[src/ioc_consts.svh]
// constants for the io cell register logic: offsets, fields, resets, timing
// assumes inclusion wherever port widths or config fields are needed
`ifndef IOC_CONSTS_SVH
`define IOC_CONSTS_SVH

// ==========================================================
// register offsets (byte addresses)
`define IOC_ADDR_W 8
`define IOC_DATA_W 32
`define IOC_OFS_CFG 8'h00
`define IOC_OFS_STAT 8'h04

// ==========================================================
// config field positions
`define IOC_CFG_IN_RATE_LSB 0
`define IOC_CFG_OUT_RATE_LSB 2
`define IOC_CFG_OUT_LATCH 4
`define IOC_CFG_BYPASS 5
`define IOC_CFG_FIX_LAG_EN 6
`define IOC_CFG_OE_REG 7
`define IOC_CFG_INIT_DATA 8
`define IOC_CFG_INIT_OE 9
`define IOC_CFG_W 10
`define IOC_CFG_RST 10'h080

// ==========================================================
// timing
`define IOC_FIX_LAG_NS 5
`define IOC_CLK_PERIOD_NS 5
`define IOC_FIX_LAG_CYC (`IOC_FIX_LAG_NS / `IOC_CLK_PERIOD_NS)
`define IOC_LAG_SET_W 5

`endif

[src/ioc_pkg.sv]
// types shared by the io cell register logic
// assumes ioc_consts.svh on the include path
`include "ioc_consts.svh"

package ioc_pkg;

    // ==========================================================
    // rate modes of input and output register blocks
    typedef enum logic [1:0] {
        RATE_SDR = 2'b00,
        RATE_GDDR = 2'b01,
        RATE_MDDR = 2'b10
    } ioc_rate_t;

    typedef enum logic [1:0] {
        EDGE_LEFT = 2'b00,
        EDGE_TOP = 2'b01,
        EDGE_BOTTOM = 2'b10,
        EDGE_RIGHT = 2'b11
    } ioc_edge_t;

    // ==========================================================
    // software configuration word, msb first
    typedef struct packed {
        logic initOe;
        logic initData;
        logic oeReg;
        logic fixLagEn;
        logic bypass;
        logic outLatch;
        logic [1:0] outRate;
        logic [1:0] inRate;
    } ioc_cfg_t;

    // pair of captured input streams
    typedef struct packed {
        logic rise;
        logic fall;
    } ioc_cap_t;

endpackage : ioc_pkg

[src/ioc_cell_logic.sv]
// io cell register logic: input, output and tri-state register stages
// assumes pad buffer outside, core fabric on core_clk, strobe logic outside
//
// Implementation choices: the address-and-strobe port and the address map.
`timescale 1ns/1ps
`default_nettype none
`include "ioc_consts.svh"

module ioc_cell_logic #(
    parameter ioc_pkg::ioc_edge_t EDGE = ioc_pkg::EDGE_RIGHT,
    parameter bit MID_PLUS = 1'b1,
    parameter int FIX_LAG = `IOC_FIX_LAG_CYC
) (
    input wire logic core_clk,
    input wire logic rst_n,
    input wire logic ce,
    input wire logic local_sr,
    input wire logic pad_in,
    output logic pad_data_out,
    output logic pad_oe_ctrl,
    output logic bypass_comb_in,
    output logic bypass_clock_out,
    output logic rise_capture_out,
    output logic fall_capture_out,
    input wire logic core_out_bit_a,
    input wire logic core_out_bit_b,
    input wire logic core_oe_ctrl,
    input wire logic strobe_read_shift_clk,
    input wire logic strobe_write_shift_clk,
    input wire logic capture_phase_select,
    input wire logic [`IOC_LAG_SET_W-1:0] input_lag_setting,
    input wire logic [`IOC_ADDR_W-1:0] reg_addr,
    input wire logic [`IOC_DATA_W-1:0] reg_wdata,
    input wire logic reg_wr,
    input wire logic reg_rd,
    output logic [`IOC_DATA_W-1:0] reg_rdata
);

    localparam bit IS_RIGHT = (EDGE == ioc_pkg::EDGE_RIGHT);
    localparam bit IS_BOTTOM = (EDGE == ioc_pkg::EDGE_BOTTOM);
    localparam bit IN_GEAR = IS_BOTTOM && MID_PLUS;
    localparam bit OUT_GEAR = (EDGE == ioc_pkg::EDGE_TOP) && MID_PLUS;
    localparam int LAG_DEPTH = FIX_LAG + (1 << `IOC_LAG_SET_W);

    // ==========================================================
    // reset release
    logic [1:0] rstPipe_q;
    logic rstSync_n;

    always_ff @(posedge core_clk or negedge rst_n) begin
        if (!rst_n) begin
            rstPipe_q <= 2'h0;
        end else begin
            rstPipe_q <= {rstPipe_q[0], 1'b1};
        end
    end
    assign rstSync_n = rstPipe_q[1];

    // ==========================================================
    // strobe-side level synchronisers
    logic [1:0] phaseSync_q;
    logic [1:0] readStbSync_q;
    logic phaseSel;

    always_ff @(posedge core_clk or negedge rstSync_n) begin
        if (!rstSync_n) begin
            phaseSync_q <= 2'h0;
            readStbSync_q <= 2'h0;
        end else if (ce) begin
            phaseSync_q <= {phaseSync_q[0], capture_phase_select};
            readStbSync_q <= {readStbSync_q[0], strobe_read_shift_clk};
        end
    end
    // other edges ignore the polarity input; phaseSel stays low
    assign phaseSel = IS_RIGHT & phaseSync_q[1];

    // ==========================================================
    // configuration register
    ioc_pkg::ioc_cfg_t cfg_q;
    ioc_pkg::ioc_rate_t inRate;
    ioc_pkg::ioc_rate_t outRate;

    always_ff @(posedge core_clk or negedge rstSync_n) begin
        if (!rstSync_n) begin
            cfg_q <= `IOC_CFG_RST;
        end else if (ce && reg_wr && reg_addr == `IOC_OFS_CFG) begin
            cfg_q <= reg_wdata[`IOC_CFG_W-1:0];
        end
    end

    // memory mode falls back to generic off the right edge; code 3 is sdr
    function automatic ioc_pkg::ioc_rate_t effRate(input logic [1:0] code);
        ioc_pkg::ioc_rate_t r;
        r = ioc_pkg::RATE_SDR;
        if (code == 2'h1) begin
            r = ioc_pkg::RATE_GDDR;
        end else if (code == 2'h2) begin
            r = IS_RIGHT ? ioc_pkg::RATE_MDDR : ioc_pkg::RATE_GDDR;
        end
        return r;
    endfunction

    assign inRate = effRate(cfg_q.inRate);
    assign outRate = effRate(cfg_q.outRate);

    // ==========================================================
    // input delay line
    logic [LAG_DEPTH-1:0] lagLine_q;
    logic lagged;
    logic capSrc;

    always_ff @(posedge core_clk or negedge rstSync_n) begin
        if (!rstSync_n) begin
            lagLine_q <= '0;
        end else if (ce) begin
            lagLine_q <= {lagLine_q[LAG_DEPTH-2:0], pad_in};
        end
    end

    // tap count: fixed part plus the bottom-edge dynamic part
    always_comb begin
        int tap;
        tap = 0;
        if (cfg_q.fixLagEn) begin
            tap = FIX_LAG;
        end
        if (IS_BOTTOM) begin
            tap = tap + int'(input_lag_setting);
        end
        lagged = (tap == 0) ? pad_in : lagLine_q[tap-1];
    end

    // bypass skips the delay line but not the capture stage
    assign capSrc = cfg_q.bypass ? pad_in : lagged;
    assign bypass_comb_in = cfg_q.bypass & pad_in;
    assign bypass_clock_out = cfg_q.bypass & pad_in;

    // ==========================================================
    // input register block
    logic posCap_q;
    logic negCap_q;
    ioc_pkg::ioc_cap_t cap;

    always_ff @(posedge core_clk or negedge rstSync_n) begin
        if (!rstSync_n) begin
            posCap_q <= 1'b0;
        end else if (local_sr) begin
            posCap_q <= cfg_q.initData;
        end else if (ce) begin
            posCap_q <= capSrc;
        end
    end

    always_ff @(negedge core_clk or negedge rstSync_n) begin
        if (!rstSync_n) begin
            negCap_q <= 1'b0;
        end else if (local_sr) begin
            negCap_q <= cfg_q.initData;
        end else if (ce && inRate != ioc_pkg::RATE_SDR) begin
            negCap_q <= capSrc;
        end
    end

    always_comb begin
        unique case (inRate)
            ioc_pkg::ioc_rate_t'(ioc_pkg::RATE_SDR): begin
                cap.rise = 1'b0;
                cap.fall = posCap_q;
            end
            ioc_pkg::ioc_rate_t'(ioc_pkg::RATE_MDDR): begin
                // strobe polarity swaps which phase counts as positive
                cap.rise = phaseSel ? negCap_q : posCap_q;
                cap.fall = phaseSel ? posCap_q : negCap_q;
            end
            default: begin
                cap.rise = posCap_q;
                cap.fall = negCap_q;
            end
        endcase
    end
    assign rise_capture_out = cap.rise;
    assign fall_capture_out = cap.fall;

    // ==========================================================
    // output register block
    logic bitA_q;
    logic bitB_q;
    logic bitBFall_q;
    logic latchHold_q;

    always_ff @(posedge core_clk or negedge rstSync_n) begin
        if (!rstSync_n) begin
            bitA_q <= 1'b0;
            bitB_q <= 1'b0;
        end else if (local_sr) begin
            bitA_q <= cfg_q.initData;
            bitB_q <= cfg_q.initData;
        end else if (ce) begin
            bitA_q <= core_out_bit_a;
            bitB_q <= core_out_bit_b;
        end
    end

    always_ff @(negedge core_clk or negedge rstSync_n) begin
        if (!rstSync_n) begin
            bitBFall_q <= 1'b0;
            latchHold_q <= 1'b0;
        end else if (local_sr) begin
            bitBFall_q <= cfg_q.initData;
            latchHold_q <= cfg_q.initData;
        end else if (ce) begin
            bitBFall_q <= bitB_q;
            latchHold_q <= core_out_bit_a;
        end
    end

    // clock-class selects drive the pad mux; this is the launch point itself
    always_comb begin
        unique case (outRate)
            ioc_pkg::ioc_rate_t'(ioc_pkg::RATE_SDR): begin
                if (cfg_q.outLatch) begin
                    // transparent while the clock is high, holds while low
                    pad_data_out = (core_clk && ce && !local_sr) ? core_out_bit_a
                                                                : latchHold_q;
                end else begin
                    pad_data_out = bitA_q;
                end
            end
            ioc_pkg::ioc_rate_t'(ioc_pkg::RATE_MDDR): begin
                pad_data_out = strobe_write_shift_clk ? bitA_q : bitBFall_q;
            end
            default: begin
                pad_data_out = core_clk ? bitA_q : bitBFall_q;
            end
        endcase
    end

    // ==========================================================
    // tri-state register block
    logic oe_q;

    always_ff @(posedge core_clk or negedge rstSync_n) begin
        if (!rstSync_n) begin
            oe_q <= 1'b0;
        end else if (local_sr) begin
            oe_q <= cfg_q.initOe;
        end else if (ce) begin
            oe_q <= core_oe_ctrl;
        end
    end

    // shared clock with the other two stages
    assign pad_oe_ctrl = cfg_q.oeReg ? oe_q : core_oe_ctrl;

    // ==========================================================
    // register read port
    logic [`IOC_DATA_W-1:0] stat;

    always_comb begin
        stat = '0;
        stat[0] = cap.rise;
        stat[1] = cap.fall;
        stat[2] = bitA_q;
        stat[3] = bitBFall_q;
        stat[4] = oe_q;
        stat[5] = phaseSel;
        stat[6] = IS_RIGHT & readStbSync_q[1];
        stat[7] = IN_GEAR;
        stat[8] = OUT_GEAR;
        stat[9] = IS_RIGHT;
    end

    // read data live after the strobe until the next ce cycle without a read strobe
    always_ff @(posedge core_clk or negedge rstSync_n) begin
        if (!rstSync_n) begin
            reg_rdata <= '0;
        end else if (ce) begin
            if (reg_rd && reg_addr == `IOC_OFS_CFG) begin
                reg_rdata <= {{(`IOC_DATA_W-`IOC_CFG_W){1'b0}}, cfg_q};
            end else if (reg_rd && reg_addr == `IOC_OFS_STAT) begin
                reg_rdata <= stat;
            end else begin
                reg_rdata <= '0;
            end
        end
    end

endmodule // ioc_cell_logic
`default_nettype wire

[config.mk]
export PLATFORM = sky130hd
export DESIGN_NAME = ioc_cell_logic
export DESIGN_NICKNAME = d
export VERILOG_FILES = /design/src/ioc_pkg.sv /design/src/ioc_cell_logic.sv
export VERILOG_INCLUDE_DIRS = /design/src /design/src/src
export SDC_FILE = /design/constraint.sdc
export NUM_CORES = 1
export LEC_CHECK = 0
export BUFFER_PORTS_ARGS = -buffer_cell sky130_fd_sc_hd__buf_2
export CORE_UTILIZATION = 47
export DETAILED_ROUTE_END_ITERATION = 10
export GPL_TIMING_DRIVEN = 0
export PLACE_DENSITY_LB_ADDON = 0.05
export REMOVE_ABC_BUFFERS = 1
export SETUP_SLACK_MARGIN = 0.02
export SYNTH_ARGS = -nofsm -noshare
export SYNTH_HDL_FRONTEND = slang
export SYNTH_SLANG_ARGS = --single-unit
[constraint.sdc]
create_clock -name core_clk -period 2.4 [get_ports core_clk]
set_input_delay 0.6 -clock core_clk [delete_from_list [all_inputs] [get_ports core_clk]]
set_output_delay 0.6 -clock core_clk [all_outputs]
set_load 0.02 [all_outputs]
==> impl_results.md, run 1 <==
* Final Non-Filler Cells at 283
* Setup TNS at -2140 ps
* I/O pin count at 96
* Outcome: complete, but fails checks
* CP max FO at 3
* Syn-to-layout area delta at 25.4%
* Share of the synthesized area in the top cell type at 39.8%
* DRT iter0 DRCs at 97
* Placed instance count at 260
* Synth top area cells: dfrtp_1 (40%), mux2_2 (13%), buf_4 (9.1%), dfrtn_1 (4.0%), nand2_1 (3.2%)
* Worst skew pair latency at 400 ps
* Post-DP HPWL at 2620 µm
* Max cap viols at 0
* Wire per inst at 13.8 µm
* Clock transition at the registers of the reported paths at 70 ps
* DR vias at 1,470
* Final Slew Violations at 0
* Final-layout fill cell count at 331
* Nets@finish at 295
* All-layer global routing usage at 20.6%
* Hold Violations, Final at 0
* Worst-margin pin slew at 693 ps
* Synthesized area per cell at 10.9 µm²
* Vias in the first global route at 1,489
* Final setup margin at -864 ps
* Remaining DRCs at 0
* Synth Flop Type: dfrtp_1
* Place WS at -714 ps
* Post-Syn Area at 1890 µm²
* Critical path endpoint category: output port
* R2R Path End: reg_rdata[0]$_DFFE_PN0P_
* Clock Skews at 25.3 ps
* Unrepaired setup endpoints after global routing: true
* Antenna cells at 0
* Static leakage at 1.16 nW
* Most frequent cells after synthesis: dfrtp_1 (30), buf_4 (23), mux2_2 (22)
* Number of flops mapped to enable cells by yosys at 0
* GPL Wtd Cong at 0.785
* Synthesis warning total at 0
* Worst reg2reg path startpoint: negCap_q$_DFFE_NN0P_
* Die ar. at 4270 µm²
* Cells on worst reg2reg path at 3
* Layout Utilization at 63.2%
* Worst Hold Slack at 314 ps
* Worst setup SP type: register
* Critical Path RT at 1800 ps
* Largest net degree at the start of global routing at 33
* Vias/cell at 5.19
* Gate Count Post-Synth at 174
* Pre-Repair DR Iteration Count at 4
* Post-route cell area at 2370 µm²
* Register area share after synthesis at 45.1%
* Count leader, synth: dfrtp_1
* Hold Path Class: register to async pin
* CTS tree: done
* Leading area contributor after synthesis: dfrtp_1
* Worst VDD drop at 492 µV
* Die Width at 65.4 µm
* Initial antenna violation count at 0
* Failing checks: negative setup slack
* Grt ovf at 0
* Row count at 22
* Final Power at 1.46 mW
* Unique cell type count in the Yosys netlist at 39
* Rel. slew slack at 53.8%
* Antenna viol nets, final at 0
* Yosys reg bits at 34
* Core area at 3740 µm²
* Final setup violation count at 4
* WL final at 3900 µm
* Async SR Flop Fraction at 100%
* First-pass GRT wire length at 6480 µm
* Worst EP arrival at 2660 ps
* Area after DPL at 2060 µm²
* PwrDens at 616 nW/µm²
* Die H at 65.4 µm
* Register-to-register setup slack at 60 ps
* Initial Util at 50.4%
* Crit path kind: register to output port
* Port buffer count at 46
* Share of cells above drive strength 1 at 42.6%
metal layers:
metal	up-vias	wire length, µm	track usage (%)
li1	688	-	-
met1	702	1760	24.4
met2	75	1800	32.9
met3	5	306	7.64
met4	0	25	9.51
met5	-	0	0
state kept, by name, indices dropped and copies added, names as in the netlist, 2 cells and up:
name / flops
cfg_q: 10
rstPipe_q: 2
phaseSync_q: 2
readStbSync_q: 2
reg_rdata: 10
critical path, stage by stage (launching register included):
cell	delay [ps]
dfrtn_1	360
mux2_4	290
a31oi_4	130
o211ai_1	110
buf_4	170
power breakdown:
group | switching [mW] | total [mW] | internal, mW
Sequential | 0.0297 | 0.629 | 0.600
Clock | 0.237 | 0.654 | 0.417
Combinational | 0.0965 | 0.175 | 0.0789
Total | 0.363 | 1.46 | 1.10
worst max path at each step:
stage                           start              endpoint  slack [ps]
6_report       bitBFall_q$_DFFE_NN0P_          pad_data_out        -860
5_1_grt        bitBFall_q$_DFFE_NN0P_          pad_data_out        -920
4_1_cts        bitBFall_q$_DFFE_NN0P_          pad_data_out        -880
3_5_place_dp                       ce  negCap_q$_DFFE_NN0P_        -710
3_3_place_gp                       ce  negCap_q$_DFFE_NN0P_        -680
2_1_floorplan  bitBFall_q$_DFFE_NN0P_          pad_data_out        -360
repair_timing:
action | in CTS | in global routing
pin swaps | 5 | 2
hold endpoints to repair | 2 | 0
gates cloned | 0 | 0
endpoints found under the setup margin | 9 | 8
setup buffers | 6 | 3
gates resized for setup | 11 | 7
hold buffers | 1 | 0
area by class of cell:
cell class	count	area, µm²	share of cell area [%]
Sequential cell	34	853	36.0
Clock buffer	13	143	6.03
Clock inverter	1	17.5	0.740
Timing Repair Buffer	55	322	13.6
Multi-Input combinational cell	122	931	39.3
Inverter	10	41.3	1.74
Tap cell	48	60.1	2.54
logic make-up (layout without fill, tap and decap cells):
group / count (synthesis) / count (layout) / share of synthesized area [%]
simple gates: 42 / 42 / 14.2
buf+inv: 39 / 79 / 12.5
flops: 34 / 34 / 45.1
compound gates: 27 / 27 / 9.87
mux: 26 / 26 / 15.2
fa+ha+maj: 4 / 4 / 2.65
other cells: 2 / 23 / 0.398
cell usage in the layout, fill, tap and decap left out, types with 2 or more instances in the layout:
| cell type | instances |
|---|---|
| a21oi_1 | 5 |
| and2_1 | 2 |
| and3b_1 | 3 |
| buf_2 | 42 |
| buf_4 | 10 |
| buf_6 | 3 |
| clkbuf_1 | 3 |
| clkbuf_8 | 9 |
| conb_1 | 23 |
| dfrtn_1 | 3 |
| dfrtp_1 | 29 |
| ha_1 | 2 |
| inv_1 | 8 |
| mux2_2 | 21 |
| mux2i_1 | 4 |
| nand2_1 | 16 |
| nand3_1 | 3 |
| nand3b_1 | 4 |
| nand4b_1 | 2 |
| o211ai_1 | 2 |
| o21ai_0 | 5 |
| o2bb2ai_1 | 5 |
| o31ai_1 | 4 |
Note: power is estimated with default switching activity, not from simulation.
==> run 2, diff against run 1 <==
REMOVE_ABC_BUFFERS = unset   (was 1)
==> run 2 against run 1 <==
Against the previous run: the run still ends with negative setup slack left; clock-buffer cell count did not move; sequential power barely moved; cell area rose by 6.2%; sequential cell count did not move; power rose by 2.4%; via count rose by 3.9%; register-to-register slack got worse by 20 ps; wire length rose by 3.0%; clock skew rose by 2.9 ps; sequential share of layout area fell by 2.1 points; largest power group unchanged; highest routed layer unchanged.
==> impl_results.md, run 2 (synthesis gave the netlist of run 1 again) <==
* Outcome: complete, but fails checks
* Failing checks: negative setup slack
* Die Width at 65.4 µm
* Setup TNS at -2170 ps
* Slowest cell on the critical path: dfrtn_1
* Hold Violations, Final at 0
* Nets@finish at 318
* Clock transition at the registers of the reported paths at 70 ps
* Worst-path cell chain: mux2_2, a31oi_1, o211ai_1, buf_2
* Hold Path Class: register to async pin
* Share of cells above drive strength 1 at 46.9%
* Layout Utilization at 67.2%
* Die H at 65.4 µm
* Port buffer count at 46
* Register area at 853 µm²
* Most frequent cells in the layout: buf_2 (45), dfrtp_1 (29), buf_4 (27)
* Critical path endpoint category: output port
* CP max FO at 3
* Cells on worst reg2reg path at 3
* Vias/cell at 4.99
* Rel. slew slack at 49.0%
* All-layer global routing usage at 21.2%
* Max cap viols at 0
* Antenna cells at 0
* GPL Wtd Cong at 0.718
* Final-layout fill cell count at 324
* Clock Skews at 28.1 ps
* Post-DP HPWL at 2830 µm
* Initial Util at 50.4%
* Biggest regs: cfg_q x10, reg_rdata x10
* Wire per inst at 13.1 µm
* PwrDens at 594 nW/µm²
* Worst VDD drop at 461 µV
* Place WS at -411 ps
* Final setup violation count at 4
* CTS tree: done
* Unrepaired setup endpoints after global routing: true
* Max incr delay on CP at 370 ps
* Critical Path RT at 1800 ps
* Initial antenna violation count at 0
* Worst skew pair latency at 410 ps
* Remaining DRCs at 0
* Pre-Repair DR Iteration Count at 4
* Area of the multi-input gates at 918 µm²
* DRT iter0 DRCs at 56
* Syn-to-layout area delta at 33.2%
* Static leakage at 1.29 nW
* Vias in the first global route at 1,440
* Largest net degree at the start of global routing at 33
* WL final at 4010 µm
* Die ar. at 4270 µm²
* Core area at 3740 µm²
* Final Slew Violations at 0
* Final setup margin at -865 ps
* First-pass GRT wire length at 6600 µm
* Grt ovf at 0
* Crit path kind: register to output port
* Worst-margin pin slew at 754 ps
* Most common cell after layout, fill and taps aside: buf_2
* DR vias at 1,527
* Worst EP arrival at 2660 ps
* I/O pin count at 96
* Worst setup SP type: register
* Row count at 22
* Antenna viol nets, final at 0
## run 2: metal layers
metal | track usage (%) | vias up | routed length [µm]
li1 | - | 739 | -
met1 | 27.1 | 705 | 1780
met2 | 29.6 | 66 | 1810
met3 | 7.12 | 17 | 276
met4 | 14.9 | 0 | 150
met5 | 0 | - | 0
## run 2: per-stage QoR
stage / total power, mW / area (µm²) / cells / hold WS [ps]
after floorplan: 0.785 / 2000 / 195 / 304
after global placement: 0.840 / 2290 / 289 / 335
after detailed placement: 0.843 / 2290 / 289 / 341
after CTS: 1.51 / 2480 / 305 / 348
after global routing: 1.57 / 2510 / 306 / 368
final: 1.49 / 2510 / 306 / 321
## run 2: cell type report
class / instances / area share (%)
multi-input combinational: 122 / 36.5
sequential: 34 / 33.9
timing repair buffer: 49 / 10.7
buffer: 29 / 8.66
clock buffer: 13 / 5.57
tap: 48 / 2.39
inverter: 10 / 1.49
clock inverter: 1 / 0.697
## run 2: critical path, delay by kind of cell, from the launching register on
kind                   cells  cell delay [ps]
buffers and inverters      1              170
flip-flops                 1              370
AO/OA/AOI/OAI              2              240
multiplexers               1              270
## run 2: final timing paths
kind | slack [ps] | from | endpoint
worst max-delay path | -860 | bitBFall_q$_DFFE_NN0P_ | pad_data_out
worst min-delay path | 320 | rstPipe_q[1]$_DFF_PN0_ | readStbSync_q[0]$_DFFE_PN0P_
worst max register to register | 40 | negCap_q$_DFFE_NN0P_ | reg_rdata[0]$_DFFE_PN0P_
worst min register to register | 320 | rstPipe_q[1]$_DFF_PN0_ | readStbSync_q[0]$_DFFE_PN0P_
max in group asynchronous | 530 | rstPipe_q[1]$_DFF_PN0_ | latchHold_q$_DFFE_NN0P_
min in group core_clk | 350 | rstPipe_q[0]$_DFF_PN0_ | rstPipe_q[1]$_DFF_PN0_
## run 2: power breakdown
part / total (mW) / leakage [nW] / switching, mW / internal, mW
sequential: 0.630 / 0.444 / 0.0306 / 0.600
combinational: 0.200 / 0.732 / 0.0998 / 0.0998
clock: 0.664 / 0.109 / 0.248 / 0.416
## run 2: repair_timing
item	CTS	global route
setup endpoints to repair	9	6
pin swaps	1	3
hold buffers	1	0
gates resized for setup	5	4
buffers inserted	2	1
cloned	0	0
hold endpoints to repair	2	0
==> run 3, diff against run 2 <==
ABC_AREA = 1   (was unset)
CORE_UTILIZATION = 48   (was 47)
==> run 3 against run 2 <==
Against the previous run: the run still ends with negative setup slack left; area after synthesis increased by 3.3%; clock-buffer cell count unchanged; largest power group unchanged; combinational power increased by 6%; critical path depth increased by 5; register-to-register slack got worse by 50 ps; sequential power increased by 1%; die area increased by 1.1%; via count increased by 10%; final cell count increased by 21%; wire length decreased by 1.4%; power increased by 0.93%; sequential cell count unchanged.
==> impl_results.md, run 3 <==
* Worst EP arrival at 2530 ps
* Post-DP HPWL at 2910 µm
* Syn-to-layout area delta at 30.0%
* Gate Count Post-Synth at 242
* Register area share after synthesis at 43.7%
* Final-layout fill cell count at 326
* Vias in the first global route at 1,500
* Failing checks: negative setup slack
* Crit. Startpoint: latchHold_q$_DFFE_NN0P_
* Worst VDD drop at 381 µV
* Number of cells on the critical path at 9
* I/O pin count at 96
* Grt ovf at 0
* Worst-margin pin slew at 694 ps
* Row count at 22
* Leading area contributor after synthesis: dfrtp_1
* Die Width at 65.7 µm
* Hold Violations, Final at 0
* PwrDens at 595 nW/µm²
* CP delay by family, top: flip-flops
* Wire per inst at 10.7 µm
* Final setup margin at -727 ps
* Yosys reg bits at 34
* Crit path kind: register to output port
* Synth top area cells: dfrtp_1 (38%), nand2_1 (11%), buf_4 (9.6%), inv_1 (6.0%), o21ai_2 (4.5%)
* Static leakage at 1.40 nW
* Nets@finish at 383
* GPL Wtd Cong at 0.882
* Most frequent cells in the layout: nand2_1 (53), buf_2 (46), inv_1 (29), dfrtp_1 (29), buf_4 (27)
* CP max FO at 2
* Remaining DRCs at 0
* Cells on worst reg2reg path at 4
* Final Slew Violations at 0
* CP Buf/Inv Count at 2
* Clock Skews at 22.3 ps
* Critical Path End: pad_data_out
* DR vias at 1,686
* Outcome: complete, but fails checks
* Die ar. at 4320 µm²
* Worst-path cell chain: inv_2, nand2_2, nand3_2, nand2_1, nand2_1, nand2_1, nand2_1, nand2_2, buf_6
* Critical path endpoint category: output port
* CTS tree: done
* Critical Path RT at 1800 ps
* Largest net degree at the start of global routing at 33
* Worst skew pair latency at 420 ps
* Setup TNS at -1960 ps
* DRT iter0 DRCs at 59
* Synthesis warning total at 0
* Number of flops mapped to enable cells by yosys at 0
* Synth Flop Type: dfrtp_1
* Post-Syn Area at 1950 µm²
* Hold Path Class: register to async pin
* Worst Hold Slack at 317 ps
* Die H at 65.7 µm
* Async SR Flop Fraction at 100%
* Port buffer count at 44
* Most common cell after layout, fill and taps aside: nand2_1
* Unique cell type count in the Yosys netlist at 28
* Initial antenna violation count at 0
* All-layer global routing usage at 21.8%
* Unrepaired setup endpoints after global routing: true
* Core area at 3770 µm²
* Synthesized area per cell at 8.06 µm²
* Count leader, synth: nand2_1
* Max cap viols at 0
* R2R Path End: negCap_q$_DFFE_NN0P_
* Worst reg2reg path startpoint: cfg_q[0]$_DFFE_PN0P_
* Antenna cells at 0
* Worst setup SP type: register
* CP dominant cell by count: nand2_1
* Pre-Repair DR Iteration Count at 4
* Most frequent cells after synthesis: nand2_1 (56), inv_1 (31), dfrtp_1 (30)
* Share of cells above drive strength 1 at 36.2%
* Antenna viol nets, final at 0
* Biggest regs: cfg_q x10, reg_rdata x10
* Vias/cell at 4.54
* Max incr delay on CP at 400 ps
* Slowest cell on the critical path: dfrtn_1
* Share of the synthesized area in the top cell type at 38.5%
* Rel. slew slack at 53.7%
* Final setup violation count at 7
* Clock transition at the registers of the reported paths at 60 ps
* Initial Util at 51.7%
* First-pass GRT wire length at 6670 µm
* WL final at 3960 µm
* Register-to-register setup slack at -10 ps
-- run 3: cell types whose count changed after synthesis, moves of 5 or more --
cell and delta:
o21ai_2 +10, nor2_1 +19, o21ai_0 +8, o2bb2ai_1 -5, buf_2 +5, nand3_1 +11, nand2_1 +40, mux2_2 -22
a31oi_1 +5, inv_1 +21
-- run 3: worst reg2reg max path, cell delays in order (launching register included) --
cell and delay, ps:
dfrtp_1 410, inv_1 60, ha_1 300, o21ai_0 210, o21ai_0 100
-- run 3: worst min path at each step --
stage               slack, ps                  endpoint              startpoint  depth (start not counted)
floorplan                 300    rstPipe_q[0]$_DFF_PN0_                   rst_n                          0
global placement          330    rstPipe_q[1]$_DFF_PN0_  rstPipe_q[0]$_DFF_PN0_                          0
detailed placement        340    rstPipe_q[1]$_DFF_PN0_  rstPipe_q[0]$_DFF_PN0_                          0
CTS                       350  reg_rdata[0]$_DFFE_PN0P_  rstPipe_q[1]$_DFF_PN0_                          0
global route              360    rstPipe_q[1]$_DFF_PN0_  rstPipe_q[0]$_DFF_PN0_                          0
finish                    320  lagLine_q[0]$_DFFE_PN0P_  rstPipe_q[1]$_DFF_PN0_                          0
-- run 3: metal layers --
metal	up-vias	global-route usage, %	part of all wire, %
li1	863	-	-
met1	744	27.2	45
met2	65	30.4	44
met3	14	8.51	7.6
met4	0	15.8	3.1
met5	-	0	0
-- run 3: per-stage QoR --
stage	total power [mW]	instance area [µm²]	utilization, %	instances	worst slack, ps
finish	1.51	2530	67.2	371	-727
global route	1.59	2530	67.2	371	-830
CTS	1.52	2530	67.0	371	-747
detailed placement	0.864	2340	61.9	355	-297
global placement	0.860	2340	61.9	355	-287
floorplan	0.803	2060	-	263	-200
-- run 3: area by class of cell --
cell class,count,area (µm²),share of cell area [%]
flip-flops and latches,34,853,33.7
multi-input cells,163,830,32.7
plain buffers,35,265,10.5
repair buffers,46,249,9.82
clock buffers,13,156,6.17
inverters,31,116,4.59
well taps,48,60.1,2.37
clock inverters,1,5.00,0.197
-- run 3: logic make-up (layout without fill, tap and decap cells) --
family,after synthesis,after routing,synth area share (%)
and+or+nand+nor,102,102,23.2
buffers and inverters,66,126,18.7
AOI/OAI and AO/OA,34,34,11.4
DFF,34,34,43.7
adders and majority gates,4,4,2.57
other,2,23,0.385
-- run 3: repair_timing --
| action | CTS | global route |
|---|---|---|
| hold endpoints to repair | 2 | 0 |
| pin swaps | 5 | 1 |
| setup buffers | 2 | 0 |
| hold buffers | 1 | 0 |
| endpoints found under the setup margin | 10 | 7 |
| gates resized for setup | 6 | 3 |
-- run 3: power breakdown --
part / switching (mW) / internal (mW) / total (mW)
Clock: 0.271 / 0.390 / 0.660
Combinational: 0.121 / 0.0907 / 0.212
Sequential: 0.0306 / 0.605 / 0.636
